File: config.mk
export PLATFORM = sky130hd
export DESIGN_NAME = swgc_top
export DESIGN_NICKNAME = d
export VERILOG_FILES = /design/src/rtl/swgc_pkg.sv /design/src/rtl/swgc_top.sv /design/src/rtl/swgc_axil_slave.sv /design/src/rtl/swgc_period_tick.sv
export SDC_FILE = /design/constraint.sdc
export NUM_CORES = 1
export LEC_CHECK = 0
export BUFFER_PORTS_ARGS = -buffer_cell sky130_fd_sc_hd__buf_4
export CAP_MARGIN = 25
export CORE_AREA = 10 10 109 111
export DETAILED_ROUTE_END_ITERATION = 8
export DIE_AREA = 0 0 119 121
export HOLD_SLACK_MARGIN = 0.1
export PLACE_DENSITY = 0.9
export SYNTH_ARGS = -nofsm -noshare
export SYNTH_HDL_FRONTEND = slang
export SYNTH_SLANG_ARGS = --single-unit
File: constraint.sdc
create_clock -name clk_i -period 3.18 [get_ports clk_i]
set_input_delay 0.795 -clock clk_i [delete_from_list [all_inputs] [get_ports clk_i]]
set_output_delay 0.795 -clock clk_i [all_outputs]
set_load 0.01 [all_outputs]
File: src/rtl/swgc_pkg.sv
package swgc_pkg;

  ////////////////////////////////////////////////////////////////////////////
  // bus geometry: printed offsets are register indices, byte address = 4*idx
  localparam int AXI_AW = 12;
  localparam int IDX_W = 10;
  localparam logic [IDX_W-1:0] IDX_MCAST_CTRL = 10'h086;
  localparam logic [IDX_W-1:0] IDX_RATE_TAG_CTRL = 10'h087;
  localparam logic [IDX_W-1:0] IDX_SILICON_REV = 10'h089;
  localparam logic [IDX_W-1:0] IDX_TOS_MAP_0 = 10'h090;

  // axi response codes
  localparam logic [1:0] RESP_OKAY = 2'h0;
  localparam logic [1:0] RESP_SLVERR = 2'h2;

  ////////////////////////////////////////////////////////////////////////////
  // field positions
  localparam int MC_MAP_LSB = 0;
  localparam int MC_MAP_W = 5;
  localparam int MC_FWD_EN_BIT = 5;
  localparam int MC_SELF_FILT_BIT = 6;
  localparam int RT_TAG_SEL_BIT = 2;
  localparam int RT_EGR_QUEUE_BIT = 3;
  localparam int RT_PERIOD_LSB = 4;
  localparam int REV_LSB = 4;
  localparam int TOS_CODE_LSB = 2;
  localparam int NUM_PORTS = 5;

  // writable bits; everything else is reserved and reads zero
  localparam logic [7:0] MCAST_WMASK = 8'h7f;
  localparam logic [7:0] RATE_WMASK = 8'h3c;
  localparam logic [7:0] TOS_WMASK = 8'hff;

  // values after reset
  localparam logic [7:0] MCAST_RST = 8'h00;
  localparam logic [7:0] RATE_RST = 8'h10;
  localparam logic [7:0] TOS_MAP_RST = 8'h00;

  // arbitrary revision code, not tied to any real silicon
  localparam logic [3:0] REV_DEFAULT = 4'h1;

  ////////////////////////////////////////////////////////////////////////////
  // ingress rate-limit windows
  localparam int unsigned CLK_HZ = 50_000_000;
  localparam int unsigned PERIOD_A_MS = 16;
  localparam int unsigned PERIOD_B_MS = 64;
  localparam int unsigned PERIOD_C_MS = 256;
  localparam int unsigned CYC_PER_MS = CLK_HZ / 1000;
  localparam int unsigned PERIOD_A_CYC = PERIOD_A_MS * CYC_PER_MS;
  localparam int unsigned PERIOD_B_CYC = PERIOD_B_MS * CYC_PER_MS;
  localparam int unsigned PERIOD_C_CYC = PERIOD_C_MS * CYC_PER_MS;
  localparam int CNT_W = 24;
  localparam logic [1:0] PERIOD_SEL_A = 2'h0;
  localparam logic [1:0] PERIOD_SEL_B = 2'h1;

  // true for every register index this bank answers
  function automatic logic reg_mapped(input logic [IDX_W-1:0] idx);
    reg_mapped = (idx == IDX_MCAST_CTRL) || (idx == IDX_RATE_TAG_CTRL) ||
                 (idx == IDX_SILICON_REV) || (idx == IDX_TOS_MAP_0);
  endfunction

endpackage

File: src/rtl/swgc_top.sv
`timescale 1ns/10ps
module swgc_top
  import swgc_pkg::*;
#(
  parameter int unsigned PERIOD_A_CYCLES = PERIOD_A_CYC, // 16 ms window in cycles
  parameter int unsigned PERIOD_B_CYCLES = PERIOD_B_CYC, // 64 ms window in cycles
  parameter int unsigned PERIOD_C_CYCLES = PERIOD_C_CYC, // 256 ms window in cycles
  parameter logic [3:0] REV_ID = REV_DEFAULT // arbitrary revision code
) (
  input wire logic clk_i, // core clock, 50 MHz
  input wire logic nrst_i, // async reset, active low
  input wire logic [AXI_AW-1:0] s_axi_awaddr, // write address
  input wire logic s_axi_awvalid, // write address valid
  output logic s_axi_awready, // write address ready
  input wire logic [31:0] s_axi_wdata, // write data
  input wire logic [3:0] s_axi_wstrb, // byte enables
  input wire logic s_axi_wvalid, // write data valid
  output logic s_axi_wready, // write data ready
  output logic [1:0] s_axi_bresp, // write response
  output logic s_axi_bvalid, // write response valid
  input wire logic s_axi_bready, // write response ready
  input wire logic [AXI_AW-1:0] s_axi_araddr, // read address
  input wire logic s_axi_arvalid, // read address valid
  output logic s_axi_arready, // read address ready
  output logic [31:0] s_axi_rdata, // read data
  output logic [1:0] s_axi_rresp, // read response
  output logic s_axi_rvalid, // read data valid
  input wire logic s_axi_rready, // read data ready
  input wire logic umc_req_i, // unknown ip multicast frame to route
  input wire logic [NUM_PORTS-1:0] umc_default_map_i, // default forwarding map
  output logic umc_valid_o, // destination map ready
  output logic [NUM_PORTS-1:0] umc_map_o, // one bit per destination port
  input wire logic tos_req_i, // ip frame needs a priority
  input wire logic [7:0] tos_i, // tos / traffic class byte
  output logic prio_valid_o, // priority answer ready
  output logic prio_hit_o, // code point held in this bank
  output logic [1:0] prio_o, // frame priority
  input wire logic tag_req_i, // egress tag decision request
  input wire logic [2:0] src_port_i, // source port, 0 to 4
  input wire logic [NUM_PORTS-1:0] port_tag_ins_i, // per ingress port insert bit
  input wire logic [NUM_PORTS-1:0] src_tag_ins_i, // this egress, per source
  output logic tag_valid_o, // tag decision ready
  output logic tag_insert_o, // insert port_default_vlan_tag
  output logic egress_queue_mode_o, // 1 = per queue, 0 = per port
  output logic self_addr_filter_o, // self address filter enable
  output logic [1:0] ingress_period_o, // period code in use
  output logic ingress_tick_o // pulse at each window end
);

  ////////////////////////////////////////////////////////////////////////////
  // state of the bank and its lookup answers

  typedef struct packed {
    logic [7:0] mcast_ctrl;
    logic [7:0] rate_ctrl;
    logic [7:0] tos_map0;
    logic umc_valid;
    logic [NUM_PORTS-1:0] umc_map;
    logic prio_valid;
    logic prio_hit;
    logic [1:0] prio;
    logic tag_valid;
    logic tag_ins;
  } swgc_top_state_t;

  swgc_top_state_t s_q, s_d;

  logic wr_en;
  logic [IDX_W-1:0] wr_idx;
  logic [7:0] wr_data;
  logic [IDX_W-1:0] rd_idx;
  logic [7:0] rd_data;
  logic [5:0] code_pt;

  // masked write: only the listed bits change, reserved ones stay zero
  function automatic logic [7:0] merge_wr(input logic [7:0] old_v,
                                          input logic [7:0] new_v,
                                          input logic [7:0] wmask);
    merge_wr = (old_v & ~wmask) | (new_v & wmask);
  endfunction

  // priority for the four lowest code points, one field each
  function automatic logic [1:0] tos_field(input logic [7:0] map_v,
                                           input logic [1:0] sel);
    logic [1:0] f;
    f = map_v[1:0];
    unique case (sel)
      2'h3: f = map_v[7:6];
      2'h2: f = map_v[5:4];
      2'h1: f = map_v[3:2];
      2'h0: f = map_v[1:0];
    endcase
    tos_field = f;
  endfunction

  ////////////////////////////////////////////////////////////////////////////
  // register bus

  swgc_axil_slave u_bus (
    .clk_i(clk_i),
    .nrst_i(nrst_i),
    .s_axi_awaddr(s_axi_awaddr),
    .s_axi_awvalid(s_axi_awvalid),
    .s_axi_awready(s_axi_awready),
    .s_axi_wdata(s_axi_wdata),
    .s_axi_wstrb(s_axi_wstrb),
    .s_axi_wvalid(s_axi_wvalid),
    .s_axi_wready(s_axi_wready),
    .s_axi_bresp(s_axi_bresp),
    .s_axi_bvalid(s_axi_bvalid),
    .s_axi_bready(s_axi_bready),
    .s_axi_araddr(s_axi_araddr),
    .s_axi_arvalid(s_axi_arvalid),
    .s_axi_arready(s_axi_arready),
    .s_axi_rdata(s_axi_rdata),
    .s_axi_rresp(s_axi_rresp),
    .s_axi_rvalid(s_axi_rvalid),
    .s_axi_rready(s_axi_rready),
    .wr_en_o(wr_en),
    .wr_idx_o(wr_idx),
    .wr_data_o(wr_data),
    .rd_idx_o(rd_idx),
    .rd_data_i(rd_data)
  );

  // read mux; unmapped indices read zero and the slave flags an error
  always_comb begin
    rd_data = 8'h00;
    if (rd_idx == IDX_MCAST_CTRL) begin
      rd_data = s_q.mcast_ctrl & MCAST_WMASK;
    end else if (rd_idx == IDX_RATE_TAG_CTRL) begin
      rd_data = s_q.rate_ctrl & RATE_WMASK;
    end else if (rd_idx == IDX_SILICON_REV) begin
      rd_data = {REV_ID, 4'h0};
    end else if (rd_idx == IDX_TOS_MAP_0) begin
      rd_data = s_q.tos_map0;
    end
  end

  ////////////////////////////////////////////////////////////////////////////
  // ingress rate-limit window generator

  swgc_period_tick #(
    .CYC_A(CNT_W'(PERIOD_A_CYCLES)),
    .CYC_B(CNT_W'(PERIOD_B_CYCLES)),
    .CYC_C(CNT_W'(PERIOD_C_CYCLES))
  ) u_tick (
    .clk_i(clk_i),
    .nrst_i(nrst_i),
    .sel_i(ingress_period_o),
    .tick_o(ingress_tick_o)
  );

  ////////////////////////////////////////////////////////////////////////////
  // static control outputs straight from the registers

  assign ingress_period_o = s_q.rate_ctrl[RT_PERIOD_LSB +: 2];
  assign egress_queue_mode_o = s_q.rate_ctrl[RT_EGR_QUEUE_BIT];
  assign self_addr_filter_o = s_q.mcast_ctrl[MC_SELF_FILT_BIT];

  // code point: upper six bits of the tos byte
  assign code_pt = tos_i[7:TOS_CODE_LSB];

  ////////////////////////////////////////////////////////////////////////////
  // next state: register writes and the three lookups

  always_comb begin
    s_d = s_q;
    // register writes; the revision register has no storage at all
    if (wr_en) begin
      if (wr_idx == IDX_MCAST_CTRL) begin
        s_d.mcast_ctrl = merge_wr(s_q.mcast_ctrl, wr_data, MCAST_WMASK);
      end else if (wr_idx == IDX_RATE_TAG_CTRL) begin
        s_d.rate_ctrl = merge_wr(s_q.rate_ctrl, wr_data, RATE_WMASK);
      end else if (wr_idx == IDX_TOS_MAP_0) begin
        s_d.tos_map0 = merge_wr(s_q.tos_map0, wr_data, TOS_WMASK);
      end
    end

    // unknown ip multicast: map is a plain port mask, copies per set bit
    s_d.umc_valid = umc_req_i;
    if (umc_req_i) begin
      if (s_q.mcast_ctrl[MC_FWD_EN_BIT]) begin
        s_d.umc_map = s_q.mcast_ctrl[MC_MAP_LSB +: MC_MAP_W];
      end else begin
        s_d.umc_map = umc_default_map_i;
      end
    end

    // tos priority: only code points 0 to 3 live in this bank
    s_d.prio_valid = tos_req_i;
    if (tos_req_i) begin
      s_d.prio_hit = (code_pt[5:2] == 4'h0);
      s_d.prio = (code_pt[5:2] == 4'h0) ? tos_field(s_q.tos_map0, code_pt[1:0]) : 2'h0;
    end

    // egress vlan tag insertion policy
    s_d.tag_valid = tag_req_i;
    if (tag_req_i) begin
      if (src_port_i > 3'h4) begin
        s_d.tag_ins = 1'b0; // no such source port
      end else if (s_q.rate_ctrl[RT_TAG_SEL_BIT]) begin
        s_d.tag_ins = src_tag_ins_i[src_port_i];
      end else begin
        s_d.tag_ins = port_tag_ins_i[src_port_i];
      end
    end
  end

  ////////////////////////////////////////////////////////////////////////////
  // answer outputs come from flip-flops

  assign umc_valid_o = s_q.umc_valid;
  assign umc_map_o = s_q.umc_map;
  assign prio_valid_o = s_q.prio_valid;
  assign prio_hit_o = s_q.prio_hit;
  assign prio_o = s_q.prio;
  assign tag_valid_o = s_q.tag_valid;
  assign tag_insert_o = s_q.tag_ins;

  // state register; reset values from the package
  always_ff @(posedge clk_i or negedge nrst_i) begin
    if (!nrst_i) begin
      s_q <= '0;
      s_q.mcast_ctrl <= MCAST_RST;
      s_q.rate_ctrl <= RATE_RST;
      s_q.tos_map0 <= TOS_MAP_RST;
    end else begin
      s_q <= s_d;
    end
  end

endmodule

File: src/rtl/swgc_axil_slave.sv
`timescale 1ns/10ps
module swgc_axil_slave
  import swgc_pkg::*;
(
  input wire logic clk_i, // core clock
  input wire logic nrst_i, // async reset, active low
  input wire logic [AXI_AW-1:0] s_axi_awaddr, // write address
  input wire logic s_axi_awvalid, // write address valid
  output logic s_axi_awready, // write address ready
  input wire logic [31:0] s_axi_wdata, // write data
  input wire logic [3:0] s_axi_wstrb, // byte enables
  input wire logic s_axi_wvalid, // write data valid
  output logic s_axi_wready, // write data ready
  output logic [1:0] s_axi_bresp, // write response
  output logic s_axi_bvalid, // write response valid
  input wire logic s_axi_bready, // write response ready
  input wire logic [AXI_AW-1:0] s_axi_araddr, // read address
  input wire logic s_axi_arvalid, // read address valid
  output logic s_axi_arready, // read address ready
  output logic [31:0] s_axi_rdata, // read data
  output logic [1:0] s_axi_rresp, // read response
  output logic s_axi_rvalid, // read data valid
  input wire logic s_axi_rready, // read data ready
  output logic wr_en_o, // one-cycle register write
  output logic [IDX_W-1:0] wr_idx_o, // register index written
  output logic [7:0] wr_data_o, // low byte written
  output logic [IDX_W-1:0] rd_idx_o, // register index read
  input wire logic [7:0] rd_data_i // read value for rd_idx_o
);

  typedef struct packed {
    logic aw_have;
    logic [IDX_W-1:0] aw_idx;
    logic aw_ok;
    logic w_have;
    logic [7:0] w_data;
    logic w_lane0;
    logic bvalid;
    logic [1:0] bresp;
    logic rvalid;
    logic [1:0] rresp;
    logic [7:0] rdata;
  } swgc_axil_state_t;

  swgc_axil_state_t s_q, s_d;

  ////////////////////////////////////////////////////////////////////////////
  // channel readies: one write and one read in flight at most
  assign s_axi_awready = !s_q.aw_have && !s_q.bvalid;
  assign s_axi_wready = !s_q.w_have && !s_q.bvalid;
  assign s_axi_arready = !s_q.rvalid;
  assign s_axi_bvalid = s_q.bvalid;
  assign s_axi_bresp = s_q.bresp;
  assign s_axi_rvalid = s_q.rvalid;
  assign s_axi_rresp = s_q.rresp;
  assign s_axi_rdata = {24'h000000, s_q.rdata};
  assign rd_idx_o = s_axi_araddr[IDX_W+1:2];
  // write fires once both halves are held; a lane-0-less write stores nothing
  assign wr_en_o = s_q.aw_have && s_q.w_have && s_q.aw_ok && s_q.w_lane0;
  assign wr_idx_o = s_q.aw_idx;
  assign wr_data_o = s_q.w_data;

  // next state
  always_comb begin
    s_d = s_q;
    if (s_axi_awvalid && s_axi_awready) begin
      s_d.aw_have = 1'b1;
      s_d.aw_idx = s_axi_awaddr[IDX_W+1:2];
      s_d.aw_ok = reg_mapped(s_axi_awaddr[IDX_W+1:2]);
    end
    if (s_axi_wvalid && s_axi_wready) begin
      s_d.w_have = 1'b1;
      s_d.w_data = s_axi_wdata[7:0];
      s_d.w_lane0 = s_axi_wstrb[0];
    end
    if (s_q.aw_have && s_q.w_have) begin
      s_d.aw_have = 1'b0;
      s_d.w_have = 1'b0;
      s_d.bvalid = 1'b1;
      s_d.bresp = s_q.aw_ok ? RESP_OKAY : RESP_SLVERR;
    end else if (s_q.bvalid && s_axi_bready) begin
      s_d.bvalid = 1'b0;
    end
    if (s_axi_arvalid && s_axi_arready) begin
      s_d.rvalid = 1'b1;
      s_d.rdata = rd_data_i;
      s_d.rresp = reg_mapped(rd_idx_o) ? RESP_OKAY : RESP_SLVERR;
    end else if (s_q.rvalid && s_axi_rready) begin
      s_d.rvalid = 1'b0;
    end
  end

  always_ff @(posedge clk_i or negedge nrst_i) begin
    if (!nrst_i) begin
      s_q <= '0;
    end else begin
      s_q <= s_d;
    end
  end

endmodule

File: src/rtl/swgc_period_tick.sv
`timescale 1ns/10ps
module swgc_period_tick
  import swgc_pkg::*;
#(
  parameter logic [CNT_W-1:0] CYC_A = CNT_W'(PERIOD_A_CYC), // window for code 00
  parameter logic [CNT_W-1:0] CYC_B = CNT_W'(PERIOD_B_CYC), // window for code 01
  parameter logic [CNT_W-1:0] CYC_C = CNT_W'(PERIOD_C_CYC) // window for code 1x
) (
  input wire logic clk_i, // core clock
  input wire logic nrst_i, // async reset, active low
  input wire logic [1:0] sel_i, // period code
  output logic tick_o // one-cycle pulse at window end
);

  typedef struct packed {
    logic [CNT_W-1:0] cnt;
    logic [1:0] sel;
    logic tick;
  } swgc_tick_state_t;

  swgc_tick_state_t s_q, s_d;
  logic [CNT_W-1:0] limit;

  ////////////////////////////////////////////////////////////////////////////
  // window length; any code with the upper bit set is the long window
  always_comb begin
    if (sel_i == PERIOD_SEL_A) begin
      limit = CYC_A;
    end else if (sel_i == PERIOD_SEL_B) begin
      limit = CYC_B;
    end else begin
      limit = CYC_C;
    end
  end

  // a new code restarts the window so no stale partial count leaks across
  always_comb begin
    s_d = s_q;
    s_d.tick = 1'b0;
    s_d.sel = sel_i;
    if (sel_i != s_q.sel) begin
      s_d.cnt = '0;
    end else if (s_q.cnt >= limit - CNT_W'(1)) begin
      s_d.cnt = '0;
      s_d.tick = 1'b1;
    end else begin
      s_d.cnt = s_q.cnt + CNT_W'(1);
    end
  end

  assign tick_o = s_q.tick;

  always_ff @(posedge clk_i or negedge nrst_i) begin
    if (!nrst_i) begin
      s_q <= {{CNT_W{1'b0}}, PERIOD_SEL_B, 1'b0};
    end else begin
      s_q <= s_d;
    end
  end

endmodule

==> impl_metrics.json <==
{
  "fin_crit_ns": 2.85,
  "synth_fa_ha_area_share_pct": 3.65,
  "die_x_um": 119,
  "final_cell_count_no_fill": 684,
  "cts_setup_buffers": 0,
  "p_per_area_mw_per_mm2": 503,
  "avgSynthCellArea_um2": 10.2,
  "hold_class": "in2async",
  "synthMuxAreaShare_pct": 9.93,
  "via_per_inst": 5.28,
  "rrSetupSlack_ns": 0.33,
  "cp_data_required_time_ns": 3.43,
  "drt-total-wl_mm": 11.0,
  "synth_top_family_by_area": "simple AND/OR/NAND/NOR gates",
  "cp_num_buf_inv": 2,
  "insertedDiodeCount": 0,
  "die_area_mm2": 0.0144,
  "gp_congestion": 0.892,
  "syn_inst": 470,
  "cts_resized": 0,
  "async_flop_share_pct": 100,
  "seq_power_share_pct": 54.1,
  "initial_core_util_pct": 49.8,
  "power.total_uw": 2820,
  "crit_slowest_cell": "dfrtp_1",
  "cts_buffer_depth": 2,
  "hold_violations": 0,
  "pin_count": 154,
  "r2r-start": "ingress_period_o[1]",
  "coreArea_mm2": 0.00964,
  "synthesis.area_mm2": 0.00480,
  "rows": 36,
  "synth_compound_area_share_pct": 6.39,
  "grt_pass1_wl_mm": 18.3,
  "clkTransAtPathRegs_ns": 0.09,
  "yosysUniqueCellTypes": 52,
  "synth_edf_count": 0,
  "clkSinkCount": 92,
  "grt_max_degree": 53,
  "cts_root_buffer": "clkbuf_8",
  "hpwl_mm": 8.60,
  "clockPowerShare_pct": 25.6,
  "finalCritPeriodShare_pct": 89.6,
  "max_stage_delay_ns": 0.53,
  "rr_worst_depth": 9,
  "synth_xor_area_share_pct": 4.38,
  "worstPathArrival_ns": 3.10,
  "cp.depth": 9,
  "dp_cells": 668,
  "final_layout_size_suffix_gt1_share_pct": 27.9,
  "cp-endpoint": "u_tick.s_q[17]",
  "ir_worst_vdd_v": 0.000601,
  "fin_skew_ns": 0.00919,
  "clock_latency_ns": 0.36,
  "drcViolationCount": 0,
  "drt-initial-drc-count": 252,
  "io_buffers": 94,
  "rsz0062_at_grt": "false",
  "setup_viol": 0,
  "reg2reg_to": "u_tick.s_q[17]",
  "cp-startpoint": "ingress_period_o[1]",
  "synth_seq_cells": 92,
  "htreeDepth": 3,
  "cts_hold_buf": 0,
  "p_int_uw": 1950,
  "vias": 3613,
  "critical_path.top_delay_family": "simple AND/OR/NAND/NOR gates",
  "fmaxAchievable_mhz": 351,
  "synthSimpleGateAreaFrac_pct": 18.4,
  "synth-main-ff-cell": "dfrtp_1",
  "path_max_fanout": 15,
  "overflow": 0,
  "grt_use_total_pct": 15.1,
  "firstDrtPassIters": 5,
  "worst_pin_slew_ns": 0.652,
  "numCtsBuffers": 9,
  "cp_cell_sequence": "inv_1 > nand2_1 > ha_1 > nand2_1 > nor4_1 > o2111ai_1 > nand4b_1 > buf_12 > nor2_1",
  "die_h_um": 121,
  "ant_nets": 0,
  "cp_common_cell": "nand2_1",
  "max-slew-margin-rel_pct": 56.5,
  "p_leak_uw": 0.00268,
  "cts_tree": "done",
  "slew_violations": 0,
  "cp-end-kind": "flip-flop",
  "swShare_pct": 30.9,
  "power_frac_comb_pct": 20.3,
  "ys_seq_area_share_pct": 48.0,
  "antenna_found_initial": 0,
  "ys_warn_count": 0,
  "tns_ns": 0,
  "switching_power_uw": 870,
  "run_status": "finished clean",
  "crit_type": "reg2reg",
  "grt_pass1_vias": 3886,
  "drv_cap": 0,
  "start_kind": "flip-flop",
  "area_growth_pct": 16.6,
  "wl_per_cell_um": 16.1,
  "final_nets": 656
}
## flip-flops by register name, summed over array words and instances (netlist names)
| signal | count |
|---|---|
| prio_valid_o | 1 |
| u_bus.s_q | 4 |
| umc_valid_o | 1 |
| u_tick.s_q | 26 |
| tag_insert_o | 1 |
| u_bus.wr_idx_o | 10 |
| prio_hit_o | 1 |
| u_bus.s_axi_rvalid | 1 |
| u_bus.s_axi_rresp | 1 |
| ingress_period_o | 2 |
| tag_valid_o | 1 |
| self_addr_filter_o | 1 |
| u_tick.tick_o | 1 |
| u_bus.wr_data_o | 8 |
| umc_map_o | 5 |
| u_bus.s_axi_rdata | 8 |
| prio_o | 2 |
| s_q | 15 |
| egress_queue_mode_o | 1 |
| u_bus.s_axi_bresp | 1 |
| u_bus.s_axi_bvalid | 1 |
## cell families (layout without fill, tap and decap cells)
kind of cell    count (synthesis)  count (layout)
mux                            39              39
fa+ha+maj                      14              14
xor+xnor                       24              24
flops                          92              92
buf+inv                        72             128
compound gates                 48              48
other cells                     1              26
simple gates                  180             180
## routing by layer
metal / up-vias / GRT usage, % / routed length (um)
met5: - / 0 / 0
met4: 0 / 5.50 / 180
met3: 19 / 4.61 / 806
met2: 139 / 25.5 / 5410
met1: 1751 / 17.7 / 4600
li1: 1704 / - / -
## synth_stat cells (2+ instances only)
library cell | number | area share [%]
dfrtp_1 | 90 | 47
nand2_1 | 61 | 4.8
nor2_1 | 54 | 4.2
buf_4 | 45 | 7.0
mux2_2 | 29 | 6.8
xnor2_1 | 16 | 2.9
a21oi_1 | 14 | 1.5
ha_1 | 14 | 3.6
inv_1 | 14 | 1.1
nor3_1 | 13 | 1.4
nand3_1 | 12 | 1.3
o21ai_0 | 10 | 1.0
clkbuf_1 | 9 | 0.70
xor2_1 | 8 | 1.5
a221oi_1 | 6 | 1.1
mux2i_1 | 6 | 1.3
nand4_1 | 5 | 0.65
a31oi_1 | 4 | 0.52
and4_1 | 4 | 0.73
mux4_2 | 4 | 1.9
nand2b_1 | 4 | 0.52
and2_1 | 3 | 0.39
and3_1 | 3 | 0.39
nor4_1 | 3 | 0.39
o31ai_1 | 3 | 0.47
buf_1 | 2 | 0.16
buf_2 | 2 | 0.21
dfstp_2 | 2 | 1.1
nor2b_1 | 2 | 0.26
nor3b_1 | 2 | 0.31
nor4_4 | 2 | 0.89
nor4b_1 | 2 | 0.37
o22ai_1 | 2 | 0.26
o41ai_1 | 2 | 0.37
## cell type report
class | count | area (um2)
clock buffer | 11 | 141
clock inverter | 5 | 37.5
fill | 801 | 4040
inverter | 14 | 52.6
multi-input combinational | 331 | 2150
sequential | 92 | 2300
tap | 133 | 166
timing repair buffer | 98 | 748
## per-stage QoR
step	utilization [%]	instance area (um2)	hold slack, ns	worst slack, ns
final	58.1	5600	0.442	0.332
after global routing	58.1	5600	0.483	0.0237
after CTS	58.1	5600	0.463	0.372
after detailed placement	56.2	5420	0.450	0.413
after global placement	56.2	5420	0.433	0.490
after floorplan	-	4890	0.360	0.905
## worst reg2reg max path: cells and delay by family, from the launching register on
| kind | cells | cell delay, ns |
|---|---|---|
| simple gates | 5 | 1.19 |
| flops | 1 | 0.53 |
| buf+inv | 2 | 0.46 |
| fa+ha+maj | 1 | 0.34 |
| compound gates | 1 | 0.24 |
## cells in the final DEF (no fill, tap or decap), types with 8 or more instances in the layout
cell,count
a21oi_1,14
buf_4,97
clkbuf_8,10
conb_1,26
dfrtp_1,90
ha_1,14
inv_1,14
mux2_2,29
nand2_1,61
nand3_1,12
nor2_1,54
nor3_1,13
o21ai_0,10
xnor2_1,16
xor2_1,8
## power by group through the flow
stage	registers, uW	logic, uW	clock network [uW]
2_1_floorplan	1500	399	0
3_3_place_gp	1530	547	0
3_5_place_dp	1540	577	0
4_1_cts	1520	580	735
5_1_grt	1550	644	771
6_report	1520	573	720
## worst min path at each step
| stage | from | to | slack (ns) | depth (start not counted) |
|---|---|---|---|---|
| 6_report | nrst_i | prio_o[0] | 0.44 | 1 |
| 5_1_grt | ingress_period_o[0] | u_tick.s_q[1] | 0.48 | 0 |
| 4_1_cts | u_tick.s_q[3] | u_tick.s_q[3] | 0.46 | 1 |
| 3_5_place_dp | ingress_period_o[0] | u_tick.s_q[1] | 0.45 | 0 |
| 3_3_place_gp | u_tick.s_q[3] | u_tick.s_q[3] | 0.43 | 1 |
| 2_1_floorplan | ingress_period_o[0] | u_tick.s_q[1] | 0.36 | 0 |
Power figures use the tool's default switching activity.
